==> src/rtl/adc_pkg.sv <==
package adc_pkg;
  localparam int          RESULT_BITS    = 24;
  localparam int          SETTLE_MCLKS   = 594;
  localparam int          HOLD_MCLKS     = 4;
  localparam int          FIFO_DEPTH     = 4;
  localparam logic [1:0]  EDGE_FALL      = 2'h2;
  localparam logic [1:0]  EDGE_RISE      = 2'h1;
endpackage

==> src/rtl/adc_if.sv <==
`timescale 1ns/100ps
interface adc_word_if #(parameter int W = 24);
  logic         valid;
  logic         ready;
  logic [W-1:0] data;
  modport src (output valid, output data, input ready);
  modport dst (input valid, input data, output ready);
endinterface

==> src/rtl/adc_chain.sv <==
`timescale 1ns/100ps
// What this block does
// - The output register advances one bit on every falling serial clock edge during readback while chip select is low.
// - Serial output feeds the next device's chain input; bits leave only at the first device.
// - After sync no valid result is flagged until the settling interval has passed.
// - This device's 24-bit word leaves first, then downstream words, MSB first.
// - Results are 24-bit two's complement words sent MSB first.
// - Valid flag falls on a new result, stays low while reading, rises during update.
// - The serial output is released while chip select is high.
// - MSB appears at chip select fall if late, else at the valid flag fall.
module adc_chain
  import adc_pkg::*;
#(
  parameter int W      = RESULT_BITS,
  parameter int SETTLE = SETTLE_MCLKS,
  parameter int HOLD   = HOLD_MCLKS
) (
  // Clock and reset
  input  wire logic         CLK_IN,
  input  wire logic         SRST_IN,
  // Converter pins
  input  wire logic         MCLK_IN,
  input  wire logic         SCLK_IN,
  input  wire logic         CS_N_IN,
  input  wire logic         SYNC_POWERDOWN_N_IN,
  input  wire logic         CHAIN_SERIAL_INPUT_IN,
  // Results from the converter core
  input  wire logic         SAMPLE_VALID_IN,
  input  wire logic [W-1:0] SAMPLE_IN,
  output logic              SAMPLE_READY_OUT,
  // Outputs
  output logic              SERIAL_RESULT_OUTPUT_OUT,
  output logic              SERIAL_RESULT_OUTPUT_OE_OUT,
  output logic              RESULT_VALID_N_OUT
);
  typedef enum logic [1:0] {ST_DOWN = 2'h0, ST_SETTLE = 2'h1, ST_UPDATE = 2'h3, ST_READ = 2'h2}
    adc_state_e;

  // Three-stage pin synchronisers; edges need stages two and three to agree
  logic [2:0] mclk_s;
  logic [2:0] sclk_s;
  logic [2:0] cs_s;
  logic [2:0] sync_s;
  logic [2:0] sdi_s;
  always_ff @(posedge CLK_IN) begin
    if (SRST_IN) begin
      mclk_s <= 3'h0;
      sclk_s <= 3'h0;
      cs_s   <= 3'h7;
      sync_s <= 3'h7;
      sdi_s  <= 3'h0;
    end else begin
      mclk_s <= {mclk_s[1:0], MCLK_IN};
      sclk_s <= {sclk_s[1:0], SCLK_IN};
      cs_s   <= {cs_s[1:0], CS_N_IN};
      sync_s <= {sync_s[1:0], SYNC_POWERDOWN_N_IN};
      sdi_s  <= {sdi_s[1:0], CHAIN_SERIAL_INPUT_IN};
    end
  end

  // Filtered levels; an edge counts once stages two and three agree on the new value
  logic mclk_q;
  logic sclk_q;
  logic cs_q;
  wire  mclk_rise = (mclk_s[2:1] == 2'h3) && !mclk_q;
  wire  sclk_fall = (sclk_s[2:1] == 2'h0) && sclk_q;
  wire  cs_fall   = (cs_s[2:1] == 2'h0) && cs_q;
  wire  cs_rise   = (cs_s[2:1] == 2'h3) && !cs_q;
  wire  sync_lo   = !sync_s[2];
  wire  cs_low    = !cs_q;

  // Sequencing counted on master clock rising edges
  adc_state_e         state;
  adc_state_e         next_state;
  logic [15:0]        cnt;
  logic [W-1:0]       shreg;
  logic               valid_n;
  logic               serial_result_output;
  logic               oe;
  localparam logic [15:0] SETTLE_L = 16'(SETTLE);
  localparam logic [15:0] HOLD_L   = 16'(HOLD);

  adc_word_if #(.W(W)) in_if ();
  adc_word_if #(.W(W)) out_if ();
  assign in_if.valid = SAMPLE_VALID_IN;
  assign in_if.data  = SAMPLE_IN;

  adc_fifo #(.W(W), .DEPTH(FIFO_DEPTH)) u_fifo (
    .clk_in  (CLK_IN),
    .srst_in (SRST_IN || sync_lo),
    .wr      (in_if),
    .rd      (out_if)
  );

  // A settled chain with nothing buffered keeps waiting rather than flag an empty word
  wire settle_done = (state == ST_SETTLE) && mclk_rise && (cnt >= SETTLE_L) && out_if.valid;
  wire update_done = (state == ST_UPDATE) && mclk_rise && (cnt >= HOLD_L) && out_if.valid;
  wire load_word   = settle_done || update_done;
  // The window closes on time even when no further word waits; update then stalls
  wire read_end    = (state == ST_READ) && mclk_rise && (cnt >= SETTLE_L);
  assign out_if.ready = load_word;

  always_comb begin
    next_state = state;
    unique case (state)
      ST_DOWN:   if (!sync_lo && mclk_rise) next_state = ST_SETTLE;
      ST_SETTLE: if (settle_done) next_state = ST_READ;
      ST_UPDATE: if (update_done) next_state = ST_READ;
      ST_READ:   if (read_end) next_state = ST_UPDATE;
    endcase
    if (sync_lo) next_state = ST_DOWN;
  end

  always_ff @(posedge CLK_IN) begin
    if (SRST_IN) begin
      mclk_q <= 1'b0;
      sclk_q <= 1'b0;
      cs_q   <= 1'b1;
      state  <= ST_DOWN;
      cnt    <= 16'h0000;
    end else begin
      mclk_q <= (mclk_s[2:1] == 2'h3) ? 1'b1 : (mclk_s[2:1] == 2'h0) ? 1'b0 : mclk_q;
      sclk_q <= (sclk_s[2:1] == 2'h3) ? 1'b1 : (sclk_s[2:1] == 2'h0) ? 1'b0 : sclk_q;
      cs_q   <= (cs_s[2:1] == 2'h3) ? 1'b1 : (cs_s[2:1] == 2'h0) ? 1'b0 : cs_q;
      state  <= next_state;
      if (next_state != state) cnt <= 16'h0000;
      else if (mclk_rise && cnt != 16'hFFFF) cnt <= cnt + 16'h0001;
    end
  end

  // Output register; bits from the chain input trail behind this device's word
  always_ff @(posedge CLK_IN) begin
    if (SRST_IN) begin
      shreg   <= '0;
      valid_n <= 1'b1;
      serial_result_output     <= 1'b0;
      oe      <= 1'b0;
    end else begin
      valid_n <= (next_state != ST_READ);
      oe      <= cs_fall ? 1'b1 : cs_rise ? 1'b0 : oe;
      if (load_word) begin
        shreg <= out_if.data;
        serial_result_output   <= out_if.data[W-1];
      end else if (state == ST_READ && sclk_fall && cs_low) begin
        shreg <= {shreg[W-2:0], sdi_s[2]};
        serial_result_output   <= shreg[W-2];
      end else if (cs_fall) begin
        serial_result_output   <= shreg[W-1];
      end
    end
  end

  assign SERIAL_RESULT_OUTPUT_OUT    = serial_result_output;
  assign SERIAL_RESULT_OUTPUT_OE_OUT = oe;
  assign RESULT_VALID_N_OUT          = valid_n;
  always_ff @(posedge CLK_IN) begin
    if (SRST_IN) SAMPLE_READY_OUT <= 1'b0;
    else SAMPLE_READY_OUT <= in_if.ready;
  end
endmodule

==> src/rtl/adc_fifo.sv <==
`timescale 1ns/100ps
module adc_fifo #(
  parameter int W     = 24,
  parameter int DEPTH = 4
) (
  input wire logic clk_in,
  input wire logic srst_in,
  adc_word_if.dst  wr,
  adc_word_if.src  rd
);
  localparam int AW = $clog2(DEPTH);
  logic [W-1:0] mem [DEPTH];
  logic [AW:0]  wp;
  logic [AW:0]  rp;
  wire          full  = (wp[AW-1:0] == rp[AW-1:0]) && (wp[AW] != rp[AW]);
  wire          empty = (wp == rp);
  wire          push  = wr.valid && !full;
  wire          pop   = rd.ready && !empty;
  assign wr.ready = !full;
  assign rd.valid = !empty;
  assign rd.data  = mem[rp[AW-1:0]];
  always_ff @(posedge clk_in) begin
    if (push) begin
      mem[wp[AW-1:0]] <= wr.data;
    end
  end
  always_ff @(posedge clk_in) begin
    if (srst_in) begin
      wp <= '0;
      rp <= '0;
    end else begin
      if (push) wp <= wp + 1'b1;
      if (pop) rp <= rp + 1'b1;
    end
  end
endmodule

==> config.mk <==
export PLATFORM = sky130hd
export DESIGN_NAME = adc_chain
export DESIGN_NICKNAME = d
export VERILOG_FILES = /design/src/rtl/adc_pkg.sv /design/src/rtl/adc_if.sv /design/src/rtl/adc_chain.sv /design/src/rtl/adc_fifo.sv
export SDC_FILE = /design/constraint.sdc
export NUM_CORES = 1
export LEC_CHECK = 0
export ABC_AREA = 0
export ABC_CLOCK_PERIOD_IN_PS = 2300
export BUFFER_PORTS_ARGS = -buffer_cell sky130_fd_sc_hd__buf_4
export CAP_MARGIN = 25
export CORE_UTILIZATION = 50
export DETAILED_ROUTE_END_ITERATION = 10
export PLACE_DENSITY_LB_ADDON = 0.1
export SLEW_MARGIN = 20
export SYNTH_ARGS = -nofsm -noshare
export SYNTH_HDL_FRONTEND = slang
export SYNTH_SLANG_ARGS = --single-unit
==> constraint.sdc <==
create_clock -name CLK_IN -period 2.3 [get_ports CLK_IN]
set_input_delay 0.69 -clock CLK_IN [delete_from_list [all_inputs] [get_ports CLK_IN]]
set_output_delay 0.69 -clock CLK_IN [all_outputs]
set_load 0.02 [all_outputs]
== Yosys cells after proc, flatten, opt, wreduce, memory -nomap -nowiden ==
Memories as Yosys holds them, arrays and structs flattened. A register that Yosys moved wholly into a read port is not among the register bits.
Index checks and enable logic that the tools add are counted.
Operators by class
  add/sub/neg operators: 3
  multiply operators: 0
  divide/modulo/power cells: 0
  magnitude comparators: 2
  eq/ne operators: 12
  shifts and indexed selects: 0
  muxes and demuxes: 21
  bitwise operators: 0
  reductions and logical operators: 37
Operators with widths (number)
  2-to-1 mux 24 bit: 2
  logical AND 1 bit: 19
  adder 16 x 1 -> 16 bit, second input constant: 1
  >= comparator 16 x 10 -> 1 bit, second input constant: 1
  >= comparator 16 x 3 -> 1 bit, second input constant: 1
  inequality test 16 bit, second input constant: 1
  2-to-1 mux 2 bit: 7
  2-to-1 mux 1 bit: 11
  == test 2 bit, second input constant: 5
  logical NOT 2 bit: 4
  case mux 2 bit (4 select lines): 1
  nonzero test 2 bit: 4
  adder 3 x 1 -> 3 bit, second input constant: 2
  logical NOT 1 bit: 5
  OR reduction 2 bit: 2
  == test 3 bit: 1
  nonzero test 3 bit: 1
  == test 2 x 1 -> 1 bit, second input constant: 1
  == test 2 bit: 1
  logical OR 1 bit: 2
  inequality test 2 bit: 1
  inequality test 2 bit, second input constant: 1
  inequality test 1 bit: 1
Storage, ports and cells
  register bits: 70
  latch bits: 0
  memory bits (writable): 96
  ROM bits: 0
  input port bits: 32
  output and inout bits: 4
  memories kept: 1
Memory list
  u_fifo.mem: words 4, width 24, rd ports 1, clocked after Yosys merged registers in 1, wr ports 1, RTL line adc_fifo.sv:12  | logic [W-1:0] mem [DEPTH];

== Longest topological paths before layout ==
  depth in word-level cells: 10
  gate-level depth with buffers: 9
  gate-level depth less buffers: 7

== Cells and area by module ==
A second synthesis with hierarchy kept.
Second synthesis, totals
  cell total of the unflattened synthesis: 491
  area, all modules: 6840.3 µm²
Modules (own cells, without submodules)
  adc_fifo: times used 1, cells an instance 196, area each 4027.6 µm², seq. area each 3042.9 µm²
  adc_chain: times used 1, cells an instance 295, area each 2812.7 µm², seq. area each 1281.2 µm²

== Worst setup path before layout ==
Ideal clock, no wire load.
  path type: register -> register
  start point: register cnt[10]
  end point: register cnt[4]
  setup time: 0.117 ns
  data arrival time: 2.155 ns
  setup slack: 0.029 ns
  stages on the path, launching flop included: 8
  path buffers: 1
  clock period less this slack: 2.271 ns
  cells stage by stage: dfxtp_1 -> or4_4 -> a2111o_1 -> o211ai_2 -> o2111ai_2 -> a32oi_4 -> buf_8 -> nor2_2
Between the ends
  longest elaborated chain between the ends: 8
  elaborated cells on any way between the ends: 16
  classes of those cells: order compare (2); eq/ne (2); mux (5); reduce/logical (7)
RTL lines
  from (decl): RTL line adc_chain.sv:75  | logic [15:0] cnt;
  from (signal assigned): RTL line adc_chain.sv:127  | else if (mclk_rise && cnt != 16'hFFFF) cnt <= cnt + 16'h0001;
  >= comparator 16 x 3 -> 1 bit or >= comparator 16 x 10 -> 1 bit (tied branches): RTL line adc_chain.sv:97, adc_chain.sv:96, adc_chain.sv:100
  logical AND 1 bit, on equally long branches (2 in a row): RTL line adc_chain.sv:97, adc_chain.sv:96
  2-to-1 mux 2 bit, on equally long branches: RTL line adc_chain.sv:108, adc_chain.sv:107
  case mux 2 bit (4 select lines): RTL line adc_chain.sv:105  | unique case (state)
  2-to-1 mux 2 bit: RTL line adc_chain.sv:111  | if (sync_lo) next_state = ST_DOWN;
  inequality test 2 bit: RTL line adc_chain.sv:126  | if (next_state != state) cnt <= 16'h0000;
  OR reduction 2 bit (no line)
Several ways; a longest one is shown, not always the timed one.
A chain may end at the register's enable or synchronous reset.

== Worst setup path in the final report ==
  start point: register cnt[15]
  end point: register u_fifo.rp[1]
Between the ends
  longest elaborated chain between the ends: 5
  elaborated cells on any way between the ends: 8
  classes of those cells: order compare (2); reduce/logical (6)
RTL lines
  >= comparator 16 x 10 -> 1 bit or >= comparator 16 x 3 -> 1 bit (tied branches): RTL line adc_chain.sv:96, adc_chain.sv:97
  logical AND 1 bit, on equally long branches (2 in a row): RTL line adc_chain.sv:96, adc_chain.sv:97
  logical OR 1 bit (*): RTL line adc_chain.sv:98  | wire load_word = settle_done || update_done;
  logical AND 1 bit (*): RTL line adc_fifo.sv:18  | wire pop = rd.ready && !empty;
  to (signal assigned): RTL line adc_fifo.sv:33  | if (pop) rp <= rp + 1'b1;
  to (decl): RTL line adc_fifo.sv:14  | logic [AW:0] rp;
Every way passes the cells marked *; elsewhere a longest branch is shown, timed or not.

==> run metrics <==
Ys Warns=0; vias in the first global route=between 3000 and 4000; Seq/Total Area, Yosys=63.3%; Crit-path slowest cell=or4_4; pwr/cell area=between 700 and 800 nW/µm²; Die Y=roughly 120 µm; Worst VDD drop=586 µV; vias per cell=roughly 5.3; chip width=roughly 120 µm; Yosys cell types=52; syn_nets=~510; PnR worst setup slack=-0.0532 ns; startpoint types=flip-flop; number of synthesized flops with an enable pin=96; Top FF cell, synth=edfxtp_1; Max Slew Vio Count=0; wire length per cell=approximately 16 µm; Clock Tree Buf Depth=2; layout cells sized above 1=between 30% and 40%; core area=roughly 13000 µm²; Post-Syn Instances=470; leakage power=between 2 and 3 nW; Initial Util=about half; Hold Buf Count CTS=0; status=complete, but fails checks; Sink Count=approximately 170; max_cap viols=0; max_slew headroom=around 67%; die area=14100 µm²; Post-DRT Antenna Nets=0; Crit path required time=2.60 ns; clk_skew=between 0.015 and 0.02 ns; Final #Nets=just under 600; Post-synth ARST share=0%; area of the multi-input gates=2370 µm²; Setup Crit Path Kind=reg -> reg; antenna violations before repair=0; top cell type's share of synthesized area=42.2%; violated checks=negative setup slack; Syn Area/Cell=14.5 µm²; Setup Fix Bufs, Post-CTS=0; final hold vios=0; P&R area growth vs syn=19.5%; ANT cells=0; most common library cells after synthesis=edfxtp_1, dfxtp_1, nor2_1; global-route wire length before repair=about 20 mm; IO Port Bufs=35; Skew-Pair Late Insertion Delay=roughly 0.43 ns; final RePlAce weighted congestion=roughly 0.84; CTS root buf=clkbuf_16; largest net degree at the start of global routing=29; Yosys reg bits=between 150 and 200; first drt pass iteration count=4; fillers=between 1000 and 1500; Detailed Place HPWL=slightly below 8 mm; Post-Route WL=about 12 mm; drt initial violations=between 200 and 250; highest clock rate=around 420 MHz; Worst-Margin Slew=roughly 0.48 ns; setup TNS=-0.265 ns; CP Cell Sequence=or4_4 > a2111o_1 > or3_4 > nand3_4 > buf_12 > mux2i_1 > nor2_1; unrepaired setup endpoints after global routing=yes; Sequential Area=about 4300 µm²; CP arrival=between 2 and 3 ns; Worst-path clk slew=approximately 0.06 ns; GRT Total Usage=18.7%; Critical Path Fanout Max=28; period utilization=102%; worst hold path type=reg -> reg; Setup crit end kind=flip-flop; synth top area cells=edfxtp_1, dfxtp_1, mux4_2; Post-route DRC=0; worst slack at placement=-0.0541 ns; Yosys top cell by area=edfxtp_1; # rows=42; cell area after synthesis=just under 7000 µm²; via count=a little under 4000; fin crit period=roughly 2.4 ns; grt ovf=0; CTS Buf Count=17; most frequent cell after synthesis=edfxtp_1; I/O pins=36; CP max stage delay=0.53 ns; endpoints failing setup=22; CTS H-tree lvls=4; clock tree from TritonCTS=yes
[per-layer routing]
metal / track usage, % / up-vias / share of wire, %
met5: 0 / - / 0
met4: 7.83 / 0 / 1.3
met3: 4.55 / 12 / 3.2
met2: 31.1 / 59 / 50
met1: 23.5 / 1890 / 45
li1: - / 1894 / -
[worst paths after layout]
path | from | depth (start not counted) | endpoint | slack [ns]
setup / recovery | cnt[15] | 7 | u_fifo.rp[1] | -0.05
hold / removal | sync_s[0] | 1 | sync_s[1] | 0.41
setup reg to reg | cnt[15] | 7 | u_fifo.rp[1] | -0.05
hold reg to reg | sync_s[0] | 1 | sync_s[1] | 0.41
[sequential cells by signal, indices dropped and copies added (netlist names), 2 cells and up, named ones only]
signal	count
cnt	16
cs_s	3
mclk_s	3
sclk_s	3
sdi_s	3
shreg	24
state	2
sync_s	3
u_fifo.mem	96
u_fifo.rp	3
u_fifo.wp	3
[worst max-delay path, delay by kind of cell, from the launching register on]
family | cells | cell delay, ns
and+or+nand+nor | 4 | 1.09
DFF | 1 | 0.31
AOI/OAI and AO/OA | 1 | 0.44
buffers and inverters | 1 | 0.19
muxes | 1 | 0.20
[power breakdown]
part	total [W]	switching, W	internal, W
Combinational	0.000258	0.000138	0.000119
Clock	0.00280	0.00111	0.00170
Sequential	0.00330	0.0000276	0.00328
Total	0.00636	0.00127	0.00509
[repair_timing]
action / 4_1_cts / 5_1_grt
resized for setup: 2 / 4
setup endpoints to repair: 44 / 45
hold endpoints to repair: 0 / 0
[kinds of logic after synthesis]
family                     after synthesis  synth area share (%)
DFF                                    168                  63.3
and+or+nand+nor                        131                  9.93
AOI/OAI and AO/OA                       56                  8.21
muxes                                   53                  12.2
buffers and inverters                   36                  2.51
xor gates and xnor gates                16                  2.05
adders and majority gates               10                  1.83
[placed cells by master, fill, tap and decap left out, types with 7 or more instances in the layout]
master and instances:
nand2_1 12, ha_1 10, a211oi_2 25, xnor2_1 9, edfxtp_1 96, nand3_1 8
buf_4 64, nor3_1 7, dfxtp_1 71, mux2i_1 28, clkbuf_16 17, nand4_1 8
inv_1 13, nor2b_1 9, nor2_1 47, a21oi_1 8, mux4_2 24, nor2_2 11
[stage by stage]
step           util [%]  cell area (µm²)  hold WS (ns)  total power, W  instances
2_1_floorplan         -             6830         0.389         0.00349        470
3_3_place_gp       56.7             7540         0.400         0.00362        694
3_5_place_dp       56.7             7540         0.406         0.00363        694
4_1_cts            61.2             8140         0.420         0.00643        725
5_1_grt            61.4             8160         0.435         0.00659        725
6_report           61.4             8160         0.414         0.00636        725
[cell type report]
cell class / instances / area share (%)
clock buffers: 19 / 5.30
clock inverters: 12 / 1.89
inverters: 13 / 0.598
multi-input cells: 266 / 29.0
flip-flops and latches: 168 / 53.0
well taps: 176 / 2.70
repair buffers: 71 / 7.50
Power figures use the tool's default switching activity.
